===== src/idc_pkg.sv =====
package idc_pkg;

    // ------------------------------------------------------------
    // register map
    // ------------------------------------------------------------
    localparam logic [7:0] IDC_ADDR_INSTR  = 8'h00;
    localparam logic [7:0] IDC_ADDR_CTRL   = 8'h04;
    localparam logic [7:0] IDC_ADDR_STATUS = 8'h08;
    localparam logic [7:0] IDC_ADDR_CTL0   = 8'h0c;
    localparam logic [7:0] IDC_ADDR_CTL1   = 8'h10;
    localparam logic [7:0] IDC_ADDR_SETUP  = 8'h14;
    localparam logic [1:0] IDC_RESP_OKAY   = 2'h0;
    localparam logic [1:0] IDC_RESP_SLVERR = 2'h2;
    localparam logic [31:0] IDC_CTRL_RESET = 32'h0000_0000;
    localparam int IDC_CTRL_CPLX_BIT = 0;

    // ------------------------------------------------------------
    // opcode patterns and field positions
    // ------------------------------------------------------------
    localparam logic [1:0] IDC_OP_INDIRECT = 2'h0;
    localparam logic [2:0] IDC_OP_DIRECT   = 3'h2;
    localparam logic [4:0] IDC_OP_IMMED    = 5'h0e;
    localparam logic [4:0] IDC_OP_SHIFT    = 5'h0f;
    localparam logic [4:0] IDC_OP_BR_IMM   = 5'h16;
    localparam logic [4:0] IDC_OP_BR_CMP   = 5'h17;
    localparam logic [4:0] IDC_OP_SAVE     = 5'h1e;
    localparam logic [4:0] IDC_OP_SETUP    = 5'h1f;
    localparam int IDC_B_LDT   = 2;
    localparam int IDC_B_SL    = 8;
    localparam int IDC_B_SR    = 9;
    localparam int IDC_B_LDM   = 20;
    localparam int IDC_B_LDN   = 21;
    localparam int IDC_B_ZT    = 31;
    localparam int IDC_B_JCIRC = 15;
    localparam int IDC_B_KCIRC = 27;
    localparam logic [1:0] IDC_STEP_ZERO = 2'h0;
    localparam logic [1:0] IDC_STEP_INC  = 2'h1;
    localparam logic [1:0] IDC_STEP_DEC  = 2'h3;
    localparam logic [1:0] IDC_CYC_REAL  = 2'h1;
    localparam logic [1:0] IDC_CYC_CPLX  = 2'h2;

    typedef enum logic [3:0] {
        IDC_CLS_NONE   = 4'b0000,
        IDC_CLS_IND    = 4'b0001,
        IDC_CLS_DIR    = 4'b0010,
        IDC_CLS_IMM    = 4'b0011,
        IDC_CLS_SHIFT  = 4'b0100,
        IDC_CLS_BR_IMM = 4'b0101,
        IDC_CLS_BR_CMP = 4'b0110,
        IDC_CLS_SAVE   = 4'b0111,
        IDC_CLS_SETUP  = 4'b1000
    } idc_class_t;

    typedef enum logic [1:0] {
        IDC_ST_IDLE = 2'b00,
        IDC_ST_EXEC = 2'b01
    } idc_state_t;

    // decoded datapath controls
    typedef struct packed {
        idc_class_t cls;
        logic       t_load_from_left_bus;
        logic       t_load_from_result_bus;
        logic       mult_m_load;
        logic       mult_n_load;
        logic       alu_left_select;
        logic       alu_right_select;
        logic [1:0] right_bus_source;
        logic [2:0] left_bus_source;
        logic [4:0] alu_code;
        logic [1:0] alu_result_destination;
        logic [2:0] result_bus_source;
        logic [2:0] result_bus_destination;
        logic [1:0] coef_ext_pointer_step;
        logic [1:0] y_pointer_step;
        logic [1:0] x_pointer_step;
        logic       direct_fetch;
        logic [11:0] direct_address;
        logic       immediate_to_right_bus;
        logic [15:0] immediate_value;
        logic [1:0] shift_kind;
        logic [3:0] shift_amount;
        logic       branch;
        logic       branch_computed;
        logic [15:0] branch_address;
        logic       save_store;
        logic [7:0] j_constant;
        logic       y_circular_flag;
        logic [11:0] k_constant;
        logic       x_circular_flag;
    } idc_ctl_t;

endpackage : idc_pkg


===== src/idc_decoder.sv =====
`timescale 1ns/100ps
module idc_decoder
    import idc_pkg::*;
(
    input  wire logic        aclk,
    input  wire logic        aresetn,
    input  wire logic        ce,
    input  wire logic        s_axi_awvalid,
    output logic             s_axi_awready,
    input  wire logic [7:0]  s_axi_awaddr,
    input  wire logic        s_axi_wvalid,
    output logic             s_axi_wready,
    input  wire logic [31:0] s_axi_wdata,
    input  wire logic [3:0]  s_axi_wstrb,
    output logic             s_axi_bvalid,
    input  wire logic        s_axi_bready,
    output logic [1:0]       s_axi_bresp,
    input  wire logic        s_axi_arvalid,
    output logic             s_axi_arready,
    input  wire logic [7:0]  s_axi_araddr,
    output logic             s_axi_rvalid,
    input  wire logic        s_axi_rready,
    output logic [31:0]      s_axi_rdata,
    output logic [1:0]       s_axi_rresp,
    input  wire logic        instr_valid,
    input  wire logic [31:0] instr_word,
    output logic             instr_ready,
    output idc_ctl_t         ctl,
    output logic             ctl_valid
);

    // ------------------------------------------------------------
    // state
    // ------------------------------------------------------------
    typedef struct packed {
        logic        awready;
        logic        wready;
        logic        aw_got;
        logic        w_got;
        logic [7:0]  awaddr;
        logic [31:0] wdata;
        logic [3:0]  wstrb;
        logic        bvalid;
        logic [1:0]  bresp;
        logic        arready;
        logic        rvalid;
        logic [31:0] rdata;
        logic [1:0]  rresp;
        logic [31:0] ctrl;
        logic [31:0] last_instr;
        logic        sw_pending;
        logic [31:0] sw_instr;
        idc_state_t  state;
        logic [1:0]  cyc_left;
        logic        instr_ready;
        idc_ctl_t    ctl;
        logic        ctl_valid;
        logic [15:0] count;
    } idc_st_t;

    idc_st_t st_r;
    idc_st_t st_nxt;

    // ------------------------------------------------------------
    // decode function
    // ------------------------------------------------------------
    function automatic idc_ctl_t decode(input logic [31:0] w);
        idc_ctl_t c;
        c = '0;
        if (w[1:0] == IDC_OP_INDIRECT) begin
            c.cls = IDC_CLS_IND;
            c.t_load_from_left_bus   = w[IDC_B_LDT];
            c.alu_left_select        = w[IDC_B_SL];
            c.alu_right_select       = w[IDC_B_SR];
            c.mult_m_load            = w[IDC_B_LDM];
            c.mult_n_load            = w[IDC_B_LDN];
            c.t_load_from_result_bus = w[IDC_B_ZT];
            c.right_bus_source       = w[4:3];
            c.left_bus_source        = w[7:5];
            c.alu_code               = w[14:10];
            c.alu_result_destination = w[16:15];
            c.result_bus_source      = w[19:17];
            c.result_bus_destination = w[30:28];
            // code 10 is undefined and treated as no step
            c.coef_ext_pointer_step  = (w[23:22] == 2'h2) ? IDC_STEP_ZERO
                                                           : w[23:22];
            c.y_pointer_step         = (w[25:24] == 2'h2) ? IDC_STEP_ZERO
                                                           : w[25:24];
            c.x_pointer_step         = (w[27:26] == 2'h2) ? IDC_STEP_ZERO
                                                           : w[27:26];
        end else if (w[2:0] == IDC_OP_DIRECT) begin
            c.cls = IDC_CLS_DIR;
            c.right_bus_source       = w[4:3];
            c.left_bus_source        = w[7:5];
            c.alu_right_select       = w[IDC_B_SR];
            c.alu_code               = w[14:10];
            c.direct_fetch           = 1'b1;
            c.direct_address         = w[27:16];
        end else if (w[4:0] == IDC_OP_IMMED) begin
            c.cls = IDC_CLS_IMM;
            c.left_bus_source        = w[7:5];
            c.alu_left_select        = w[IDC_B_SL];
            c.alu_right_select       = w[IDC_B_SR];
            c.alu_code               = w[14:10];
            c.immediate_to_right_bus = 1'b1;
            c.immediate_value        = w[31:16];
        end else if (w[4:0] == IDC_OP_SHIFT) begin
            c.cls = IDC_CLS_SHIFT;
            c.left_bus_source        = w[7:5];
            c.alu_left_select        = w[IDC_B_SL];
            c.shift_kind             = w[10:9];
            c.shift_amount           = w[14:11];
        end else if (w[4:0] == IDC_OP_BR_IMM) begin
            c.cls = IDC_CLS_BR_IMM;
            c.branch                 = 1'b1;
            c.branch_address         = w[31:16];
        end else if (w[4:0] == IDC_OP_BR_CMP) begin
            c.cls = IDC_CLS_BR_CMP;
            c.branch                 = 1'b1;
            c.branch_computed        = 1'b1;
        end else if (w[4:0] == IDC_OP_SAVE) begin
            c.cls = IDC_CLS_SAVE;
            c.save_store             = 1'b1;
            c.result_bus_source      = w[19:17];
            c.result_bus_destination = w[30:28];
        end else if (w[4:0] == IDC_OP_SETUP) begin
            c.cls = IDC_CLS_SETUP;
            c.j_constant             = w[14:7];
            c.y_circular_flag        = w[IDC_B_JCIRC];
            c.k_constant             = w[27:16];
            c.x_circular_flag        = w[IDC_B_KCIRC];
        end
        return c;
    endfunction : decode

    function automatic logic [1:0] cycles(input idc_class_t k,
                                          input logic cplx);
        logic [1:0] n;
        n = cplx ? IDC_CYC_CPLX : IDC_CYC_REAL;
        if (k == IDC_CLS_BR_IMM || k == IDC_CLS_BR_CMP) begin
            n = IDC_CYC_CPLX;
        end
        return n;
    endfunction : cycles

    // ------------------------------------------------------------
    // next state
    // ------------------------------------------------------------
    always_comb begin
        logic        wr_fire;
        logic [31:0] wmask;
        logic [31:0] w;
        idc_ctl_t    d;
        wr_fire = 1'b0;
        wmask   = '0;
        w       = '0;
        d       = '0;
        st_nxt  = st_r;
        st_nxt.ctl_valid = 1'b0;

        // write channel: address and data taken in any order
        if (s_axi_awvalid && st_r.awready) begin
            st_nxt.aw_got  = 1'b1;
            st_nxt.awready = 1'b0;
            st_nxt.awaddr  = s_axi_awaddr;
        end
        if (s_axi_wvalid && st_r.wready) begin
            st_nxt.w_got  = 1'b1;
            st_nxt.wready = 1'b0;
            st_nxt.wdata  = s_axi_wdata;
            st_nxt.wstrb  = s_axi_wstrb;
        end
        if (st_r.aw_got && st_r.w_got && !st_r.bvalid) begin
            wr_fire = 1'b1;
            for (int i = 0; i < 4; i++) begin
                wmask[i*8 +: 8] = {8{st_r.wstrb[i]}};
            end
            st_nxt.bvalid = 1'b1;
            st_nxt.bresp  = IDC_RESP_OKAY;
            if (st_r.awaddr == IDC_ADDR_INSTR) begin
                st_nxt.sw_instr   = st_r.wdata;
                st_nxt.sw_pending = 1'b1;
            end else if (st_r.awaddr == IDC_ADDR_CTRL) begin
                st_nxt.ctrl = (st_r.ctrl & ~wmask) | (st_r.wdata & wmask);
            end else begin
                st_nxt.bresp = IDC_RESP_SLVERR;
            end
        end
        if (st_r.bvalid && s_axi_bready) begin
            st_nxt.bvalid  = 1'b0;
            st_nxt.aw_got  = 1'b0;
            st_nxt.w_got   = 1'b0;
            st_nxt.awready = 1'b1;
            st_nxt.wready  = 1'b1;
        end

        // read channel
        if (s_axi_arvalid && st_r.arready) begin
            st_nxt.arready = 1'b0;
            st_nxt.rvalid  = 1'b1;
            st_nxt.rresp   = IDC_RESP_OKAY;
            if (s_axi_araddr == IDC_ADDR_INSTR) begin
                st_nxt.rdata = st_r.last_instr;
            end else if (s_axi_araddr == IDC_ADDR_CTRL) begin
                st_nxt.rdata = st_r.ctrl;
            end else if (s_axi_araddr == IDC_ADDR_STATUS) begin
                st_nxt.rdata = {st_r.count, 8'h00, st_r.cyc_left,
                                st_r.ctl.cls, st_r.sw_pending,
                                st_r.state == IDC_ST_EXEC};
            end else if (s_axi_araddr == IDC_ADDR_CTL0) begin
                st_nxt.rdata = {st_r.ctl.t_load_from_result_bus,
                                st_r.ctl.result_bus_destination,
                                st_r.ctl.x_pointer_step,
                                st_r.ctl.y_pointer_step,
                                st_r.ctl.coef_ext_pointer_step,
                                st_r.ctl.mult_n_load,
                                st_r.ctl.mult_m_load,
                                st_r.ctl.result_bus_source,
                                st_r.ctl.alu_result_destination,
                                st_r.ctl.alu_code,
                                st_r.ctl.alu_right_select,
                                st_r.ctl.alu_left_select,
                                st_r.ctl.left_bus_source,
                                st_r.ctl.right_bus_source,
                                st_r.ctl.t_load_from_left_bus, 2'h0};
            end else if (s_axi_araddr == IDC_ADDR_SETUP) begin
                st_nxt.rdata = {st_r.ctl.x_circular_flag,
                                st_r.ctl.y_circular_flag, 2'h0,
                                st_r.ctl.k_constant, 8'h00,
                                st_r.ctl.j_constant};
            end else begin
                st_nxt.rdata = '0;
                st_nxt.rresp = IDC_RESP_SLVERR;
            end
        end
        if (st_r.rvalid && s_axi_rready) begin
            st_nxt.rvalid  = 1'b0;
            st_nxt.arready = 1'b1;
        end

        // instruction sequencer: pin stream has priority over software
        case (st_r.state)
            IDC_ST_IDLE: begin
                st_nxt.instr_ready = 1'b1;
                if (instr_valid && st_r.instr_ready) begin
                    w = instr_word;
                end else if (st_r.sw_pending) begin
                    w = st_r.sw_instr;
                    st_nxt.sw_pending = 1'b0;
                end
                if ((instr_valid && st_r.instr_ready) || st_r.sw_pending) begin
                    d = decode(w);
                    st_nxt.ctl        = d;
                    st_nxt.ctl_valid  = 1'b1;
                    st_nxt.last_instr = w;
                    st_nxt.count      = st_r.count + 16'h0001;
                    st_nxt.cyc_left   = cycles(d.cls,
                                          st_r.ctrl[IDC_CTRL_CPLX_BIT]) - 2'h1;
                    if (cycles(d.cls, st_r.ctrl[IDC_CTRL_CPLX_BIT])
                            != IDC_CYC_REAL) begin
                        st_nxt.state       = IDC_ST_EXEC;
                        st_nxt.instr_ready = 1'b0;
                    end
                end
            end
            IDC_ST_EXEC: begin
                st_nxt.instr_ready = 1'b0;
                if (st_r.cyc_left <= 2'h1) begin
                    st_nxt.cyc_left    = 2'h0;
                    st_nxt.state       = IDC_ST_IDLE;
                    st_nxt.instr_ready = 1'b1;
                end else begin
                    st_nxt.cyc_left = st_r.cyc_left - 2'h1;
                end
            end
            default: begin
                st_nxt.state = IDC_ST_IDLE;
            end
        endcase
        if (wr_fire && st_r.awaddr == IDC_ADDR_INSTR &&
                st_nxt.sw_pending == 1'b0) begin
            st_nxt.sw_pending = 1'b1;
        end
    end

    // ------------------------------------------------------------
    // registers
    // ------------------------------------------------------------
    always_ff @(posedge aclk) begin
        if (!aresetn) begin
            st_r         <= '0;
            st_r.awready <= 1'b1;
            st_r.wready  <= 1'b1;
            st_r.arready <= 1'b1;
            st_r.ctrl    <= IDC_CTRL_RESET;
            st_r.state   <= IDC_ST_IDLE;
        end else if (ce) begin
            st_r <= st_nxt;
        end
    end

    assign s_axi_awready = st_r.awready;
    assign s_axi_wready  = st_r.wready;
    assign s_axi_bvalid  = st_r.bvalid;
    assign s_axi_bresp   = st_r.bresp;
    assign s_axi_arready = st_r.arready;
    assign s_axi_rvalid  = st_r.rvalid;
    assign s_axi_rdata   = st_r.rdata;
    assign s_axi_rresp   = st_r.rresp;
    assign instr_ready   = st_r.instr_ready;
    assign ctl           = st_r.ctl;
    assign ctl_valid     = st_r.ctl_valid;

endmodule : idc_decoder


===== config.mk =====
export PLATFORM = sky130hd
export DESIGN_NAME = idc_decoder
export DESIGN_NICKNAME = d
export VERILOG_FILES = /design/src/idc_pkg.sv /design/src/idc_decoder.sv
export SDC_FILE = /design/constraint.sdc
export NUM_CORES = 1
export LEC_CHECK = 0
export BUFFER_PORTS_ARGS = -buffer_cell sky130_fd_sc_hd__buf_4
export CAP_MARGIN = 20
export CORE_MARGIN = 1
export CORE_UTILIZATION = 30
export DETAILED_ROUTE_END_ITERATION = 8
export GPL_ROUTABILITY_DRIVEN = 0
export PLACE_DENSITY = 0.52
export SETUP_SLACK_MARGIN = 0.1
export SYNTH_ARGS = -nofsm -noshare
export SYNTH_HDL_FRONTEND = slang
export SYNTH_SLANG_ARGS = --single-unit

===== constraint.sdc =====
create_clock -name aclk -period 2.2 [get_ports aclk]
set_input_delay 0.11 -clock aclk [delete_from_list [all_inputs] [get_ports aclk]]
set_output_delay 0.11 -clock aclk [all_outputs]
set_load 0.02 [all_outputs]

==> results.yml, run 1 <==
setup_path:
  path_class: "reg2reg"
  end_kind: "flop"
  slowest_stage: "nor4_1"
  max_stage_delay_ns: 0.55
  crit_required_ns: 2.69
  crit_arrival_ns: 2.53
  worst_setup_path_start_kind: "flop"
  path_cells: "and2_1, o21ai_0, buf_4, nor4_1, a22o_1"
  cp_max_fo: 10
detailed_routing:
  drtIter0Drc: 791
  drc: 0
  vias: 12200
  ant_nets: 0
  drt_wl_total_mm: 48.7
  drt_first_pass_iters: 5
  wl_per_cell_um: 19.9
  via_per_inst: 4.99
cts:
  insertion_delay_ns: 0.56
  clockRootBuffer: "clkbuf_16"
  cts_sinks: 313
  path_clk_slew_ns: 0.06
  post_cts.repair.setup_buffers: 0
  cts_tree: "done"
  htree_levels: 2
  clockBufferDepth: 3
  cts_buffers: 38
sta:
  drv_slew: 0
  hold_violations: 0
  period_minus_slack_ns: 2.04
  skew_ns: 0.0277
  tightest_slew_ns: 0.758
  rsz0062_at_grt: "true"
  max_slew_margin: 0.489
  setup_viol: 0
  max_freq_mhz: 490
  fin_tns_setup_ns: 0
  min_period_over_period: 0.928
logic_synthesis:
  async_flop_share: 0
  postSynthCellCount: 1676
  ys_seq_elements: 313
  synth_edf_count: 0
  synthFlopType: "dfxtp_1"
  synthTopCellsByArea: "dfxtp_1 (45%), buf_4 (7.9%), nand2_1 (7.3%)"
  yosysWarningCount: 0
  synth_top_area_cell: "dfxtp_1"
  syn_area_um2: 14000
  synth_area_per_cell_um2: 8.34
  netlist_top_cells_count: "dfxtp_1 (313), nand2_1 (273), buf_4 (148)"
  synth_cell_types: 56
  ys_seq_area_frac: 0.448
  synth_most_common_cell: "dfxtp_1"
  synth_top_area_share: 0.448
grt:
  grt_pass1_wl_mm: 73.3
  grt_pass1_vias: 12100
  antenna_found_initial: 1
  gr-total-overflow: 0
  grtUsageTotal: 0.203
  grt_max_degree: 94
power:
  power_frac_comb: 0.080
  power_density_nw_per_um2: 728
  p_clk_frac: 0.460
  leakagePower_nw: 6.59
  switching_share: 0.247
  power_switching_mw: 3.13
  internal-power_mw: 9.53
  ir_drop_mv: 0.445
  p_seq_frac: 0.460
place:
  dp_hpwl_mm: 35.0
  numPortBuffers: 244
floorplan:
  initial_utilization: 0.306
  fp-row-count: 78
  die_y_um: 218
  die_w_um: 218
  die_area_um2: 47500
  pin_count: 247
  core_um2: 45700
flow_run:
  maxCapViolCount: 0
run_status:
  status: "completed"
layout:
  final_layout_size_suffix_gt1_frac: 0.215
  area_growth_pct: 24.4
  fin_util: 0.381
  design.final.nets: 1917
min_path:
  hold_class: "in2reg"
## layout by cell type (no fill, tap or decap), types with 4 or more instances in the layout
cell type      netlist  final
nand3_1             93     93
xnor2_1              7      7
or3_1                5      5
clkinv_2             0      7
o31ai_1             14     14
inv_1               24     24
nand4_1              7      7
o21a_1               4      4
clkbuf_1            92     14
o21ai_1              5      4
a32oi_1             42     42
a22oi_1             17     17
nand2_1            273    273
buf_12               0      8
xor2_1               6      6
a21boi_0            92     92
mux2_2               9      9
nor4_1               5      4
a22o_1              47     47
and3_1               7      7
o21ai_0            125    125
and2_1              21     21
clkbuf_8             0      4
dfxtp_1            313    313
nor2b_1             60     60
buf_4              148    311
dlygate4sd3_1        0     60
clkbuf_16            0     38
o211a_1              5      5
nor3_1              10     10
nor2_1              64     61
a21oi_1            106    105
## sequential cells by signal, summed over array words and instances, names as in the netlist
name	cells
s_axi_arready	1
instr_ready	1
s_axi_bresp	1
s_axi_rresp	1
s_axi_awready	1
s_axi_bvalid	1
ctl	110
s_axi_rdata	32
st_r	162
ctl_valid	1
s_axi_wready	1
s_axi_rvalid	1
## cell type report
cell class                 instances  area (µm²)
timing repair buffer             380        3110
fill                            4750       28300
tap                              600         751
antenna                            1        2.50
sequential                       313        6270
clock inverter                    11        77.6
multi-input combinational       1066        6040
inverter                          24        90.1
clock buffer                      56        1060
## per-layer routing
metal / track usage / up-vias / share of wire
li1: - / 5946 / -
met1: 0.257 / 5882 / 0.43
met2: 0.350 / 333 / 0.49
met3: 0.0343 / 77 / 0.052
met4: 0.0583 / 0 / 0.026
met5: 0 / - / 0
## critical path: cells and delay by family, from the launching register on
| family | cells | cell delay [ns] |
|---|---|---|
| and+or+nand+nor | 2 | 0.87 |
| DFF | 1 | 0.32 |
| AOI/OAI and AO/OA | 2 | 0.52 |
| buffers and inverters | 1 | 0.27 |
## stage by stage
step | hold WS, ns | cells | area, µm² | setup WS (ns) | power, mW
6_report | 0.0488 | 2451 | 17400 | 0.158 | 12.7
5_1_grt | 0.0229 | 2451 | 17400 | 0.0758 | 13.2
4_1_cts | 0.0155 | 2450 | 17400 | 0.194 | 12.8
3_5_place_dp | 0.380 | 2323 | 15600 | 0.196 | 6.87
3_3_place_gp | 0.378 | 2323 | 15600 | 0.233 | 6.86
2_1_floorplan | 0.255 | 1677 | 14000 | 0.170 | 6.45
## final timing paths
| check | from | end | slack (ns) | cells past startpoint |
|---|---|---|---|---|
| min | instr_word[6] | ctl[97] | 0.05 | 5 |
| min reg2reg | st_r[163] | st_r[163] | 0.46 | 2 |
| max | instr_ready | ctl[32] | 0.16 | 5 |
| max reg2reg | instr_ready | ctl[32] | 0.16 | 5 |
## timing repair
action	4_1_cts	5_1_grt
hold endpoints to repair	75	0
endpoints found under the setup margin	0	4
gates resized for setup	0	2
hold buffers	60	0
## power by group through the flow
stage | combinational, mW | sequential (mW) | clock [mW]
2_1_floorplan | 0.523 | 5.93 | 0
3_3_place_gp | 0.910 | 5.95 | 0
3_5_place_dp | 0.916 | 5.95 | 0
4_1_cts | 1.01 | 5.83 | 5.99
5_1_grt | 1.09 | 5.83 | 6.23
6_report | 1.01 | 5.83 | 5.82
## kinds of logic after synthesis
kind of cell,after synthesis,synth area share
simple gates,560,0.184
fa+ha+maj,1,0.000895
flops,313,0.448
compound gates,476,0.223
buf+inv,298,0.122
other cells,1,0.000268
xor+xnor,13,0.00814
mux,14,0.0126
Power figures use the tool's default switching activity.
==> run 2: changes to the inputs <==
--- a/config.mk
+++ b/config.mk
@@ -7,11 +7,11 @@
 export LEC_CHECK = 0
 export BUFFER_PORTS_ARGS = -buffer_cell sky130_fd_sc_hd__buf_4
 export CAP_MARGIN = 20
-export CORE_MARGIN = 1
-export CORE_UTILIZATION = 30
+export CORE_MARGIN = 3
+export CORE_UTILIZATION = 45
 export DETAILED_ROUTE_END_ITERATION = 8
 export GPL_ROUTABILITY_DRIVEN = 0
-export PLACE_DENSITY = 0.52
+export PLACE_DENSITY = 0.7
 export SETUP_SLACK_MARGIN = 0.1
 export SYNTH_ARGS = -nofsm -noshare
 export SYNTH_HDL_FRONTEND = slang
==> constraint.sdc (replaced) <==
create_clock -name aclk -period 1.9 [get_ports aclk]
set_input_delay 0.095 -clock aclk [delete_from_list [all_inputs] [get_ports aclk]]
set_output_delay 0.095 -clock aclk [all_outputs]
set_load 0.02 [all_outputs]
==> results.yml, run 2 (synthesis gave the netlist of run 1 again) <==
run_status:
  status: "completed"
floorplan:
  pin_count: 247
  die_area_um2: 33200
  die_y_um: 182
  core_um2: 30100
  initial_utilization: 0.464
  fp-row-count: 63
  die_w_um: 182
setup_path:
  crit_arrival_ns: 2.21
  end_kind: "flop"
  path_cells: "nor2b_2, o21ai_4, buf_12, a21oi_1, buf_4, a22oi_1, nor2b_1"
  path_class: "reg2reg"
  cp_max_fo: 8
  max_stage_delay_ns: 0.33
  cp_top_family: "compound AO/OA/AOI/OAI gates"
  slowest_stage: "dfxtp_1"
  cp_num_buf_inv: 2
  crit_required_ns: 2.35
  worst_setup_path_start_kind: "flop"
layout:
  diodes: 0
  layout_common_cells: "buf_4 (327), dfxtp_1 (311), nand2_1 (268)"
  largest-register: "st_r"
  final_common_cell: "buf_4"
  fin_area_um2: 17600
  final_layout_size_suffix_gt1_frac: 0.243
  area_growth_pct: 25.8
  largest_reg_flops: 162
  design.final.nets: 1943
power:
  p_clk_frac: 0.438
  power_frac_comb: 0.087
  power_switching_mw: 3.39
  ir_drop_mv: 0.523
  switching_share: 0.238
  internal-power_mw: 10.8
  p_seq_frac: 0.475
  leakagePower_nw: 6.78
  power_density_nw_per_um2: 808
sta:
  hold_violations: 0
  setup_viol: 0
  skew_ns: 0.0167
  period_minus_slack_ns: 1.76
  drv_slew: 0
  fin_tns_setup_ns: 0
  min_period_over_period: 0.925
  max_freq_mhz: 569
  rsz0062_at_grt: "true"
detailed_routing:
  drt_first_pass_iters: 6
  vias: 12800
  ant_nets: 0
  via_per_inst: 5.66
  drtIter0Drc: 1203
  drt_wl_total_mm: 46.4
  drc: 0
  wl_per_cell_um: 20.5
grt:
  grtUsageTotal: 0.264
  grt_pass1_vias: 11900
  grt_max_degree: 88
  antenna_found_initial: 0
  grt_pass1_wl_mm: 69.5
  gr-total-overflow: 0
cts:
  cts_buffers: 34
  cts_tree: "done"
  path_clk_slew_ns: 0.06
  clockBufferDepth: 3
  cts_sinks: 313
  insertion_delay_ns: 0.51
  htree_levels: 2
  clockRootBuffer: "clkbuf_16"
min_path:
  hold_class: "in2reg"
flow_run:
  maxCapViolCount: 0
place:
  dpl_cell_area_um2: 15800
  dp_hpwl_mm: 32.5
  numPortBuffers: 244
[run 2: changes by cell type in the layout (fill, tap and decap cells not counted), moves of 3 or more]
cell	change
o21ai_0	-3
o21a_1	-4
clkbuf_8	+4
buf_4	+16
buf_12	+5
nand2_1	-5
buf_6	+5
clkinv_2	-3
dlygate4sd3_1	-4
o21ai_4	+4
clkbuf_1	-7
nand2_2	+5
nor4_1	-3
[run 2: path summary, 6_finish.rpt]
path                  startpoint             end  slack [ns]  depth (start not counted)
setup / recovery       st_r[131]         ctl[90]        0.14                          7
hold / removal                ce     instr_ready        0.03                          3
setup reg to reg       st_r[131]         ctl[90]        0.14                          7
hold reg to reg   s_axi_rdata[1]  s_axi_rdata[1]        0.46                          2
[run 2: per-stage QoR]
step	power [mW]	worst slack [ns]	hold WS [ns]	util	instances
3_3_place_gp	7.96	0.102	0.359	0.524	2140
3_5_place_dp	7.98	0.0728	0.364	0.524	2140
4_1_cts	14.2	0.0965	0.0143	0.577	2252
2_1_floorplan	7.49	0.111	0.240	-	1677
5_1_grt	14.6	0.0452	0.0550	0.584	2259
6_report	14.2	0.143	0.0349	0.584	2259
[run 2: area by class of cell]
cell class / count / area, µm²
clock buffer: 49 / 987
clock inverter: 7 / 53.8
fill: 2640 / 12500
inverter: 24 / 90.1
multi-input combinational: 1068 / 6220
sequential: 313 / 6270
tap: 390 / 488
timing repair buffer: 408 / 3480
[run 2: power by group through the flow]
| stage | clock network, mW | registers (mW) | logic (mW) |
|---|---|---|---|
| 2_1_floorplan | 0 | 6.87 | 0.625 |
| 3_3_place_gp | 0 | 6.89 | 1.07 |
| 3_5_place_dp | 0 | 6.89 | 1.09 |
| 4_1_cts | 6.30 | 6.74 | 1.18 |
| 5_1_grt | 6.53 | 6.76 | 1.33 |
| 6_report | 6.22 | 6.75 | 1.24 |
[run 2: layer usage]
metal | part of all wire | global-route usage | routed length, µm | vias up
li1 | - | - | - | 5995
met1 | 0.43 | 0.368 | 19800 | 6091
met2 | 0.44 | 0.409 | 20600 | 609
met3 | 0.094 | 0.0574 | 4370 | 88
met4 | 0.036 | 0.0890 | 1660 | 0
met5 | 0 | 0 | 0 | -
[run 2: worst register-to-register path: cells and delay by family, from the launching register on]
kind / cells / cell delay [ns]
AO/OA/AOI/OAI: 3 / 0.49
AND/OR/NAND/NOR: 2 / 0.44
buffers and inverters: 2 / 0.44
flip-flops: 1 / 0.33
[run 2: repair_timing]
action / CTS / global route
endpoints found under the setup margin: 11 / 120
cloned: 0 / 5
setup buffers: 0 / 2
hold buffers: 56 / 0
gates resized for setup: 2 / 27
hold endpoints to repair: 76 / 0
pin swaps: 1 / 1
